## config.mk

```make
export PLATFORM = sky130hd
export DESIGN_NAME = forward_status_interrupt_agg
export DESIGN_NICKNAME = d
export VERILOG_FILES = /design/src/hdl/fwd_irq_pkg.sv /design/src/hdl/forward_status_interrupt_agg.sv
export SDC_FILE = /design/constraint.sdc
export NUM_CORES = 1
export LEC_CHECK = 0
export ABC_AREA = 1
export BUFFER_PORTS_ARGS = -buffer_cell sky130_fd_sc_hd__buf_4
export CORE_ASPECT_RATIO = 1.5
export CORE_MARGIN = 2
export CORE_UTILIZATION = 43
export DETAILED_ROUTE_END_ITERATION = 16
export GPL_ROUTABILITY_DRIVEN = 0
export PLACE_DENSITY_LB_ADDON = 0.1
export SLEW_MARGIN = 20
export SYNTH_ARGS = -nofsm -noshare
export SYNTH_HDL_FRONTEND = slang
export SYNTH_SLANG_ARGS = --single-unit
```

## constraint.sdc

```tcl
create_clock -name clk_in -period 1.3 [get_ports clk_in]
set_input_delay 0.13 -clock clk_in [delete_from_list [all_inputs] [get_ports clk_in]]
set_output_delay 0.13 -clock clk_in [all_outputs]
set_load 0.005 [all_outputs]
```

## src/hdl/fwd_irq_pkg.sv

```systemverilog
`default_nettype none

package fwd_irq_pkg;

    // ****************************************************************
    // Register map: printed indices, byte address is four times each
    // ****************************************************************
    localparam logic [5:0] IDX_FWD_MODE_CTL = 6'h21;
    localparam logic [5:0] IDX_FWD_SYNC_STS = 6'h22;
    localparam logic [5:0] IDX_IRQ_EN_CTL   = 6'h23;
    localparam logic [5:0] IDX_IRQ_SRC_STS  = 6'h24;
    localparam int         ADDR_W           = 8;

    // ****************************************************************
    // Field positions
    // ****************************************************************
    localparam int BIT_RR_FWD     = 0;
    localparam int BIT_SYNC_LO    = 2;
    localparam int BIT_SYNC_HI    = 3;
    localparam int BIT_SYNCED_NOW = 0;
    localparam int BIT_SYNC_FAIL  = 2;
    localparam int BIT_PORT0      = 0;
    localparam int BIT_PORT1      = 1;
    localparam int BIT_TX         = 4;
    localparam int BIT_GLOBAL     = 7;

    // ****************************************************************
    // Reset values and writable masks
    // ****************************************************************
    localparam logic [7:0] FWD_MODE_CTL_RESET = 8'h01;
    localparam logic [7:0] FWD_MODE_CTL_MASK  = 8'hCF;
    localparam logic [7:0] IRQ_EN_CTL_RESET   = 8'h00;
    localparam logic [7:0] IRQ_EN_CTL_MASK    = 8'h93;

    // Synchronized forwarding selections
    typedef enum logic [1:0] {
        SYNC_OFF        = 2'b00,
        SYNC_BASIC      = 2'b01,
        SYNC_INTERLEAVE = 2'b10,
        SYNC_CONCAT     = 2'b11
    } sync_mode_type;

    // APB request and answer
    typedef struct packed {
        logic              psel;
        logic              penable;
        logic              pwrite;
        logic [ADDR_W-1:0] paddr;
        logic [31:0]       pwdata;
    } apb_req_type;

    typedef struct packed {
        logic [31:0] prdata;
        logic        pready;
        logic        pslverr;
    } apb_rsp_type;

    // Events from the forwarding engine and the port status logic
    typedef struct packed {
        logic engine_synced;
        logic frame_sent;
        logic sync_lost;
        logic tx_event;
        logic tx_status_read;
        logic port0_event;
        logic port0_status_read;
        logic port1_event;
        logic port1_status_read;
    } hub_event_type;

endpackage : fwd_irq_pkg

`default_nettype wire

```

## src/hdl/forward_status_interrupt_agg.sv

```systemverilog
// Function
// - Round robin bit resets set, no syncing
// - Sync failure flag only after good frame
// - Reading forwarding status clears failure flag
// - Synced bit follows engine, zero when disabled
// - Global enable gates interrupt line, resets off
// - Separate source enables for tx, ports
// - Global pending set by enabled pending sources
// - Tx pending cleared by transmitter status read
// - Port pending cleared by port status reads
// - Two bit field selects synchronized mode
//
// Decided for this implementation: the APB slave port.
`timescale 1ns/1ps
`default_nettype none

module forward_status_interrupt_agg (
    input  wire logic                      clk_in,
    input  wire logic                      rstn_in,
    input  wire fwd_irq_pkg::apb_req_type  apb_in,
    output var  fwd_irq_pkg::apb_rsp_type  apb_out,
    input  wire fwd_irq_pkg::hub_event_type events_in,
    output logic                           rotating_forward_enable_out,
    output logic [1:0]                     synced_forward_mode_out,
    output logic                           irq_out
);
    import fwd_irq_pkg::*;

    // ****************************************************************
    // State
    // ****************************************************************
    typedef struct packed {
        logic [7:0]  ctl;
        logic [7:0]  ie;
        logic        frame_ok;
        logic        sync_fail;
        logic        synced;
        logic        tx_pend;
        logic        port1_pend;
        logic        port0_pend;
        logic        irq;
        logic        fail_shown;
        logic [31:0] prdata;
        logic        pready;
        logic        pslverr;
    } state_type;

    state_type r;
    state_type next_r;

    logic          setup_phase;
    logic          access_done;
    logic [5:0]    index;
    logic          mapped;
    logic [7:0]    read_value;
    logic [7:0]    forwarding_sync_status_value;
    logic [7:0]    irq_sts_value;
    logic          global_pend;
    logic          next_global;
    sync_mode_type mode;

    // ****************************************************************
    // Decode and read mux
    // ****************************************************************
    // Setup captures the read word so prdata comes from a flop
    assign setup_phase = apb_in.psel && !apb_in.penable;
    assign access_done = apb_in.psel && apb_in.penable && r.pready;
    assign index       = apb_in.paddr[ADDR_W-1:2];
    assign mode        = sync_mode_type'(r.ctl[BIT_SYNC_HI:BIT_SYNC_LO]);
    assign global_pend = (r.tx_pend && r.ie[BIT_TX])
                       || (r.port1_pend && r.ie[BIT_PORT1])
                       || (r.port0_pend && r.ie[BIT_PORT0]);

    // Status words as software sees them
    always_comb begin
        forwarding_sync_status_value                 = 8'h00;
        forwarding_sync_status_value[BIT_SYNCED_NOW] = r.synced;
        forwarding_sync_status_value[BIT_SYNC_FAIL]  = r.sync_fail;
        irq_sts_value                 = 8'h00;
        irq_sts_value[BIT_GLOBAL]     = global_pend;
        irq_sts_value[BIT_TX]         = r.tx_pend;
        irq_sts_value[BIT_PORT1]      = r.port1_pend;
        irq_sts_value[BIT_PORT0]      = r.port0_pend;
    end

    // Address decode, unmapped words answer with an error and zero
    always_comb begin
        mapped     = 1'b1;
        read_value = 8'h00;
        case (index)
            IDX_FWD_MODE_CTL: begin
                read_value = r.ctl;
            end
            IDX_FWD_SYNC_STS: begin
                read_value = forwarding_sync_status_value;
            end
            IDX_IRQ_EN_CTL: begin
                read_value = r.ie;
            end
            IDX_IRQ_SRC_STS: begin
                read_value = irq_sts_value;
            end
            default: begin
                mapped = 1'b0;
            end
        endcase
    end

    // ****************************************************************
    // Next state
    // ****************************************************************
    always_comb begin
        next_r      = r;
        next_global = 1'b0;

        // Bus answer: one wait-free access phase after each setup
        next_r.pready = setup_phase;
        if (setup_phase) begin
            next_r.prdata     = {24'h000000, read_value};
            next_r.pslverr    = !mapped;
            next_r.fail_shown = !apb_in.pwrite && mapped
                && (index == IDX_FWD_SYNC_STS) && r.sync_fail;
        end

        // Register writes land at the completing edge only
        if (access_done && apb_in.pwrite) begin
            if (index == IDX_FWD_MODE_CTL) begin
                next_r.ctl = apb_in.pwdata[7:0] & FWD_MODE_CTL_MASK;
            end
            if (index == IDX_IRQ_EN_CTL) begin
                next_r.ie = apb_in.pwdata[7:0] & IRQ_EN_CTL_MASK;
            end
        end

        // Synced indication forced low while sync forwarding is off
        next_r.synced = events_in.engine_synced
            && (next_r.ctl[BIT_SYNC_HI:BIT_SYNC_LO] != SYNC_OFF);

        // A failure counts only once a synced frame has gone out
        if (mode == SYNC_OFF) begin
            next_r.frame_ok = 1'b0;
        end else if (events_in.frame_sent) begin
            next_r.frame_ok = 1'b1;
        end

        // Only a failure shown to the reader is cleared; set wins
        if (access_done && r.fail_shown) begin
            next_r.sync_fail = 1'b0;
        end
        if (events_in.sync_lost && (mode != SYNC_OFF) && r.frame_ok) begin
            next_r.sync_fail = 1'b1;
        end

        // Pending sources clear on their own status reads; set wins
        if (events_in.tx_status_read) begin
            next_r.tx_pend = 1'b0;
        end
        if (events_in.tx_event) begin
            next_r.tx_pend = 1'b1;
        end
        if (events_in.port1_status_read) begin
            next_r.port1_pend = 1'b0;
        end
        if (events_in.port1_event) begin
            next_r.port1_pend = 1'b1;
        end
        if (events_in.port0_status_read) begin
            next_r.port0_pend = 1'b0;
        end
        if (events_in.port0_event) begin
            next_r.port0_pend = 1'b1;
        end

        // Line follows next state so it matches the registers exactly
        next_global = (next_r.tx_pend && next_r.ie[BIT_TX])
                    || (next_r.port1_pend && next_r.ie[BIT_PORT1])
                    || (next_r.port0_pend && next_r.ie[BIT_PORT0]);
        next_r.irq  = next_global && next_r.ie[BIT_GLOBAL];
    end

    // ****************************************************************
    // State register
    // ****************************************************************
    always_ff @(posedge clk_in) begin
        if (!rstn_in) begin
            r            <= '0;
            r.ctl        <= FWD_MODE_CTL_RESET;
            r.ie         <= IRQ_EN_CTL_RESET;
        end else begin
            r <= next_r;
        end
    end

    // Outputs straight from flops; software must keep one mode at a time
    assign apb_out.prdata              = r.prdata;
    assign apb_out.pready              = r.pready;
    assign apb_out.pslverr             = r.pslverr;
    assign rotating_forward_enable_out = r.ctl[BIT_RR_FWD];
    assign synced_forward_mode_out     = r.ctl[BIT_SYNC_HI:BIT_SYNC_LO];
    assign irq_out                     = r.irq;
endmodule : forward_status_interrupt_agg

`default_nettype wire

```

==> results of run 1 <==
placed cells by master (no fill, tap or decap), types with 10 or more instances in the layout:
cell type | netlist | routed
nor2_1 | 21 | 21
inv_1 | 28 | 28
o21ai_0 | 10 | 10
dfxtp_1 | 27 | 26
nand3_1 | 16 | 14
conb_1 | 1 | 25
a21oi_1 | 13 | 13
buf_4 | 36 | 44
nand2_1 | 37 | 35
final cells by class:
cell class,count,area share [%]
Clock inverter,1,0.4032
Clock buffer,3,2.218
Multi-Input combinational cell,147,40.79
Timing Repair Buffer,45,18.82
Tap cell,42,2.823
Inverter,29,5.847
Sequential cell,27,29.10
stage by stage:
stage / hold slack, ns / power [mW] / worst slack, ns
finish: 0.07277 / 1.528 / 0.07458
global route: 0.09690 / 1.605 / 0.002901
CTS: 0.07201 / 1.551 / 0.009128
detailed placement: 0.3633 / 1.061 / 0.01467
global placement: 0.3525 / 1.060 / 0.01952
floorplan: 0.2581 / 1.024 / 0.2154
sequential cells by signal (all words and copies together), names as in the netlist:
signal	flops
r	9
irq_out	1
apb_out	9
forwarding_sync_status_value	2
rotating_forward_enable_out	1
synced_forward_mode_out	2
irq_sts_value	3
synth_stat cells, drive strengths merged:
| cell type | number |
|---|---|
| a21boi | 1 |
| clkbuf | 1 |
| o21ai | 13 |
| buf | 38 |
| a21oi | 13 |
| nand3 | 19 |
| inv | 29 |
| nand2 | 42 |
| o211ai | 1 |
| dfxtp | 27 |
| conb | 1 |
| nand4 | 1 |
| nor2 | 26 |
| a21o | 2 |
| nand3b | 4 |
routing by layer:
metal  wire, um  GRT usage (%)  up-vias
met3        164          2.471        5
li1           -              -      687
met2       1565          27.65       42
met5          0              0        -
met1       1134          14.86      565
met4         28          3.846        0
repair_timing:
action                     in CTS  in global routing
pin swaps                       1                  3
gates resized for setup         2                  5
setup buffers                   1                  0
setup endpoints to repair       1                  5
where the power goes:
group          leakage (nW)  switching, mW  internal (mW)  total [mW]
logic                 0.744          0.102         0.0911       0.193
registers             0.220        0.00994          0.842       0.852
clock network        0.0217          0.266          0.218       0.484
total                 0.986          0.378           1.15        1.53
logic make-up after synthesis:
kind of cell | count (synthesis)
compound gates | 30
buf+inv | 68
flops | 27
other cells | 1
simple gates | 92
path summary, 6_finish.rpt:
kind | to | depth (start not counted) | startpoint
hold / removal | irq_sts_value[1]$_SDFF_PN0_ | 3 | events_in[1]
hold reg to reg | apb_out[4]$_SDFFE_PN0P_ | 2 | apb_out[4]$_SDFFE_PN0P_
setup reg to reg | forwarding_sync_status_value[0]$_SDFF_PN0_ | 7 | apb_out[1]$_SDFF_PN0_
setup / recovery | forwarding_sync_status_value[0]$_SDFF_PN0_ | 7 | apb_out[1]$_SDFF_PN0_
critical path, cell delays in order, from the launching register on:
cell and delay, ns:
dfxtp_2 0.36, nand3_4 0.08, nor2_4 0.22, buf_12 0.15, nand2_4 0.08, nand2_2 0.07, nand3_2 0.07, a21boi_2 0.13
==> flow_summary.json, run 1 <==
{
  "maximum_level_of_the_cts_h_tree": 1,
  "yosys.area_share.simple_pct": 30.10,
  "irDropWorstVdd_uv": 539.9,
  "finish.instance_area_mm2": 0.001862,
  "totalNegativeSetupSlack_ns": 0,
  "fp.dieH_um": 78.13,
  "clock-root-buffer": "clkbuf_8",
  "total_power_density_per_cell_area_mw_per_mm2": 820.7,
  "first_global_vias": 1121,
  "antenna_violations_before_repair": 0,
  "postSynthAreaPerCell_um2": 7.226,
  "grt_setup_unrepaired": "false",
  "area.growth.synth_to_final_pct": 18.19,
  "max_clock_freq_mhz": 816.0,
  "ys_ff_latch": 27,
  "seq_area_um2": 541.8,
  "final_hold_viol_count": 0,
  "path_clk_slew_ns": 0.09,
  "timing.setup.critical_path_class": "reg -> reg",
  "total_leakage_power_nw": 0.9857,
  "post_synth_inst_count": 218,
  "global_route.overflow_total": 0,
  "critical_path.max_fanout": 8,
  "finish.net_count": 307,
  "post_synth_num_cell_types": 24,
  "grt_start_max_net_pins": 17,
  "setup_viol": 0,
  "clock_latency_ns": 0.27,
  "dpl.cell_count": 289,
  "multi_input_comb_area_um2": 759.5,
  "quantity_of_hold_fixing_buffers_added_after_cts": 0,
  "first_iter_violations": 21,
  "finClkSkew_ns": 0.002968,
  "regToRegSetupSlack_ns": 0.07,
  "synth.area.top_cells": "dfxtp_1, buf_4, nand2_1",
  "clock_path_buffers": 2,
  "synth_seq_area_share_pct": 34.31,
  "boundaryPins": 92,
  "vias_per_cell": 4.418,
  "required_ns": 1.51,
  "detailedRoute.firstPassIterationCount": 4,
  "cts_inserted_buffers": 3,
  "muxShareOfSynthArea_pct": 0,
  "setup.worst_path.start_class": "register",
  "drive_gt1_share_pct": 27.38,
  "synth_xor_xnor_area_share_pct": 0,
  "num_vias": 1299,
  "grt_use_total_pct": 14.32,
  "synth_top_family_by_area": "simple AND/OR/NAND/NOR gates",
  "floorplan.die_area_mm2": 0.004174,
  "clk_sinks": 27,
  "data_arrival_critical_path_ns": 1.44,
  "worst_setup_path_end_kind": "register",
  "grt_pass1_wl_mm": 4.581,
  "tritoncts_clock_tree": "yes",
  "final_max_slew_viol_count": 0,
  "layoutNonFillerInstCount": 294,
  "detail_route.wl_per_cell_um": 9.837,
  "portBuffers": 39,
  "synth.cell_area_mm2": 0.001575,
  "holdCritPathClass": "in -> reg",
  "postLayoutCoreUtil_pct": 53.99,
  "fillCellCount": 355,
  "floorplan.die.width_um": 53.42,
  "placement_rows": 26,
  "drt-total-wl_mm": 2.892,
  "synth_top_area_share_pct": 34.31,
  "yosys_warnings": 0,
  "coreArea_mm2": 0.003448,
  "outcome": "complete, no violations",
  "synth_top_cell_by_area": "dfxtp_1",
  "layout_min_cycle_time_ns": 1.225,
  "max-cap-violations": 0,
  "synth-compound-area-share_pct": 10.41,
  "initial_utilization_pct": 45.68,
  "post-route-period-util_pct": 94.26,
  "hpwl_mm": 2.403,
  "post-route-drc-count": 0,
  "antenna_cells": 0,
  "antenna_violating_nets_remaining": 0,
  "synthAdderAreaFrac_pct": 0,
  "dpl_cell_area_mm2": 0.001777
}
Power figures use the tool's default switching activity.
==> run 2: changes to the inputs <==
- CORE_UTILIZATION: 43 -> 45
- CTS_BUF_LIST: default -> sky130_fd_sc_hd__clkbuf_8
- REMOVE_ABC_BUFFERS: default -> 1
==> flow_summary.json, run 2 (synthesis results as in run 1) <==
{
  "holdCritPathClass": "in -> reg",
  "antenna_violations_before_repair": 0,
  "drt-total-wl_mm": 3.020,
  "grt_use_total_pct": 15.51,
  "finish.instance_area_mm2": 0.001823,
  "layout_common_cells": "buf_4, nand2_1, inv_1",
  "mostFrequentLayoutCell": "buf_4",
  "floorplan.die_area_mm2": 0.004000,
  "antenna_violating_nets_remaining": 0,
  "layoutNonFillerInstCount": 291,
  "placement_rows": 26,
  "timing.critical_path.slowest_cell_delay_ns": 0.35,
  "detail_route.wl_per_cell_um": 10.38,
  "boundaryPins": 92,
  "timing.hold.worst.start": "events_in[1]",
  "postLayoutCoreUtil_pct": 53.88,
  "hpwl_mm": 2.393,
  "post-route-period-util_pct": 90.74,
  "vias_per_cell": 4.512,
  "drive_gt1_share_pct": 25.30,
  "coreArea_mm2": 0.003383,
  "max-cap-violations": 0,
  "global_route.overflow_total": 0,
  "final_hold_viol_count": 0,
  "num_vias": 1313,
  "finClkSkew_ns": 0.0007543,
  "worst_path_most_repeated_cell": "nand3_1",
  "floorplan.die.width_um": 52.31,
  "layout_min_cycle_time_ns": 1.180,
  "finish.net_count": 304,
  "irDropWorstVdd_uv": 528.4,
  "antenna_cells": 0,
  "worst_setup_path_end_kind": "register",
  "first_global_vias": 1139,
  "total_leakage_power_nw": 0.9747,
  "pre_cts_setup_slack_ns": 0.04124,
  "first_iter_violations": 28,
  "initial_utilization_pct": 46.56,
  "clock_latency_ns": 0.27,
  "detailedRoute.firstPassIterationCount": 4,
  "final_max_slew_viol_count": 0,
  "path_clk_slew_ns": 0.09,
  "area.growth.synth_to_final_pct": 15.73,
  "setup_viol": 0,
  "max_clock_freq_mhz": 847.8,
  "post-route-drc-count": 0,
  "timing.setup.critical_path_class": "reg -> reg",
  "dpl.cell_count": 286,
  "clock-root-buffer": "clkbuf_8",
  "setup.worst_path.start_class": "register",
  "fp.dieH_um": 76.46,
  "fin_ws_ns": 0.1204,
  "clk_sinks": 27,
  "worst-path-buf-inv": 2,
  "dpl_cell_area_mm2": 0.001742,
  "crit_path_cell_trace": "nand3_2, nor2_4, buf_12, nand3_1, nand3_1, nand3_1, nand2_1, inv_1",
  "data_arrival_critical_path_ns": 1.36,
  "critPathTopFamily": "simple AND/OR/NAND/NOR gates",
  "outcome": "complete, no violations",
  "highest_delay_cell_along_the_critical_path": "dfxtp_2",
  "portBuffers": 39,
  "timing.rr.start": "apb_out[1]$_SDFF_PN0_",
  "grt_start_max_net_pins": 15,
  "critical_path.max_fanout": 8,
  "total_power_density_per_cell_area_mw_per_mm2": 829.4,
  "required_ns": 1.48,
  "grt_setup_unrepaired": "false",
  "tritoncts_clock_tree": "yes",
  "totalNegativeSetupSlack_ns": 0,
  "maximum_level_of_the_cts_h_tree": 1,
  "grt_pass1_wl_mm": 4.843,
  "cts_inserted_buffers": 3,
  "clock_path_buffers": 2,
  "crit_path_start": "apb_out[1]$_SDFF_PN0_",
  "fillCellCount": 376
}
run 2: cell types whose count changed in the layout (fill, tap and decap cells not counted), sizes merged:
cell	change
inv	+1
buf	-3
clkinvlp	-1
run 2: routing by layer:
layer  track usage [%]  vias to the layer above  part of all wire, %
met1             19.07                      594                   42
met4             4.615                        0                 0.96
met3             2.549                        4                  4.6
met2             26.75                       34                   52
li1                  -                      681                    -
met5                 0                        -                    0
run 2: metrics by stage:
step	power, mW	hold WS [ns]
global route	1.575	0.09826
floorplan	0.9542	0.2286
finish	1.512	0.07974
CTS	1.517	0.08016
global placement	1.058	0.3561
detailed placement	1.059	0.3640
run 2: repair_timing:
item,4_1_cts,5_1_grt
setup buffers,0,1
gates resized for setup,0,4
endpoints found under the setup margin,0,4
hold buffers,0,0
run 2: worst paths after layout:
kind,endpoint,slack (ns),depth (start not counted)
setup / recovery,irq_out$_SDFF_PN0_,0.12,8
hold / removal,irq_sts_value[1]$_SDFF_PN0_,0.08,3
setup reg to reg,irq_out$_SDFF_PN0_,0.12,8
hold reg to reg,apb_out[8]$_SDFFE_PN0P_,0.46,2
run 2: worst reg2reg max path, stage by stage, from the launching register on:
cell and delay (ns):
dfxtp_2 0.35, nand3_2 0.10, nor2_4 0.13, buf_12 0.14, nand3_1 0.10, nand3_1 0.10
nand3_1 0.08, nand2_1 0.06, inv_1 0.03
run 2: cell type report:
type	instances	area [um^2]	share of cell area, %
Tap cell	42	52.55	2.883
Multi-Input combinational cell	147	747.0	40.97
Timing Repair Buffer	42	327.8	17.98
Sequential cell	27	541.8	29.72
Inverter	29	108.9	5.971
Clock inverter	1	3.754	0.2059
Clock buffer	3	41.29	2.265
run 2: report_power, final:
part / switching [mW] / total (mW) / internal [mW]
Sequential: 0.00950 / 0.851 / 0.842
Clock: 0.258 / 0.469 / 0.212
Combinational: 0.103 / 0.191 / 0.0885
Total: 0.370 / 1.51 / 1.14
==> run 3: changes to the inputs <==
- RECOVER_POWER: default -> 100
==> flow_summary.json, run 3 (synthesis results as in run 1) <==
{
  "highest_delay_cell_along_the_critical_path": "nand2_1",
  "data_arrival_critical_path_ns": 1.41,
  "num_vias": 1307,
  "clk_sinks": 27,
  "worst_setup_path_end_kind": "register",
  "initial_utilization_pct": 46.56,
  "critical_path.max_fanout": 9,
  "holdCritPathClass": "in -> reg",
  "outcome": "complete, no violations",
  "clock_path_buffers": 2,
  "antenna_cells": 0,
  "first_global_vias": 1139,
  "antenna_violations_before_repair": 0,
  "total_power_density_per_cell_area_mw_per_mm2": 835.4,
  "layout_common_cells": "nand2_1, inv_1, buf_4",
  "regToRegSetupSlack_ns": 0.11,
  "global_route.overflow_total": 0,
  "grt_start_max_net_pins": 15,
  "hpwl_mm": 2.393,
  "timing.slew.headroom_pct": 61.54,
  "grt_setup_unrepaired": "false",
  "timing.setup.critical_path_class": "in -> reg",
  "quantity_of_hold_fixing_buffers_added_after_cts": 0,
  "totalNegativeSetupSlack_ns": 0,
  "final_hold_viol_count": 0,
  "tritoncts_clock_tree": "yes",
  "fillCellCount": 381,
  "hold-worst-slack_ns": 0.08211,
  "grt_use_total_pct": 15.51,
  "area.growth.synth_to_final_pct": 14.30,
  "drt-total-wl_mm": 3.013,
  "antenna_violating_nets_remaining": 0,
  "maximum_level_of_the_cts_h_tree": 1,
  "clock-root-buffer": "clkbuf_8",
  "coreArea_mm2": 0.003383,
  "total_leakage_power_nw": 0.9545,
  "post-route-period-util_pct": 91.96,
  "setup_viol": 0,
  "finClkSkew_ns": 0.004295,
  "grt_pass1_wl_mm": 4.843,
  "detail_route.wl_per_cell_um": 10.35,
  "worst-slew-pin-transition_ns": 0.5768,
  "max-cap-violations": 0,
  "post-route-drc-count": 0,
  "max_clock_freq_mhz": 836.4,
  "required_ns": 1.51,
  "vias_per_cell": 4.491,
  "cts_inserted_buffers": 3,
  "critPathTopFamily": "simple AND/OR/NAND/NOR gates",
  "setup.worst_path.start_class": "primary input",
  "clock_latency_ns": 0.27,
  "first_iter_violations": 27,
  "placement_rows": 26,
  "floorplan.die.width_um": 52.31,
  "fp.dieH_um": 76.46,
  "portBuffers": 39,
  "crit_path_cell_trace": "clkbuf_4, nor2_1, nand2_1, nor2_8, nand2_4, nand2_2, nand3_2, a21boi_2",
  "layout_min_cycle_time_ns": 1.196,
  "timing.critical_path.slowest_cell_delay_ns": 0.27,
  "drive_gt1_share_pct": 23.69,
  "mostFrequentLayoutCell": "nand2_1",
  "finish.net_count": 304,
  "worst-path-buf-inv": 1,
  "path_clk_slew_ns": 0.09,
  "detailedRoute.firstPassIterationCount": 4,
  "floorplan.die_area_mm2": 0.004000,
  "irDropWorstVdd_uv": 515.7,
  "boundaryPins": 92,
  "final_max_slew_viol_count": 0
}
[run 3: path summary, 6_finish.rpt]
check                           cells after the start                                    endpoint                    start
worst max-delay path                                8  forwarding_sync_status_value[0]$_SDFF_PN0_               apb_in[36]
worst min-delay path                                3                 irq_sts_value[1]$_SDFF_PN0_             events_in[1]
worst max register to register                      8                          irq_out$_SDFF_PN0_    apb_out[1]$_SDFF_PN0_
worst min register to register                      2                     apb_out[2]$_SDFFE_PN0P_  apb_out[2]$_SDFFE_PN0P_
[run 3: cell type report]
| class | count | area (um^2) | share of cell area, % |
|---|---|---|---|
| clock inverter | 1 | 3.754 | 0.2085 |
| timing repair buffer | 42 | 320.3 | 17.79 |
| clock buffer | 3 | 41.29 | 2.293 |
| multi-input combinational | 147 | 732.0 | 40.65 |
| inverter | 29 | 108.9 | 6.046 |
| sequential | 27 | 541.8 | 30.09 |
| tap | 42 | 52.55 | 2.919 |
[run 3: tightest hold or removal path, cell delays in order]
cell and delay (ns):
buf_4 0.07, a21oi_1 0.04, nor2_1 0.07
[run 3: metrics by stage]
step	cells	util, %	power, mW	setup slack, ns	cell area, um^2
after floorplan	203	-	0.9542	0.1934	1381
after global placement	286	51.48	1.058	0.04836	1742
after global routing	291	53.22	1.567	0.008144	1800
after CTS	290	52.81	1.517	0.01663	1787
final	291	53.22	1.504	0.1045	1800
after detailed placement	286	51.48	1.059	0.04124	1742
[run 3: repair_timing]
item / 4_1_cts / 5_1_grt
hold endpoints to repair: 0 / 0
setup endpoints to repair: 0 / 4
buffers inserted: 0 / 1
resized for setup: 0 / 4
[run 3: power breakdown]
part / switching, mW / internal, mW
sequential: 0.00938 / 0.842
clock: 0.257 / 0.212
combinational: 0.0994 / 0.0845
total: 0.366 / 1.14
[run 3: layer usage]
| layer | GRT usage, % | wire length, um |
|---|---|---|
| met2 | 26.75 | 1546 |
| met4 | 4.615 | 29 |
| met3 | 2.549 | 142 |
| met1 | 19.07 | 1294 |
| met5 | 0 | 0 |
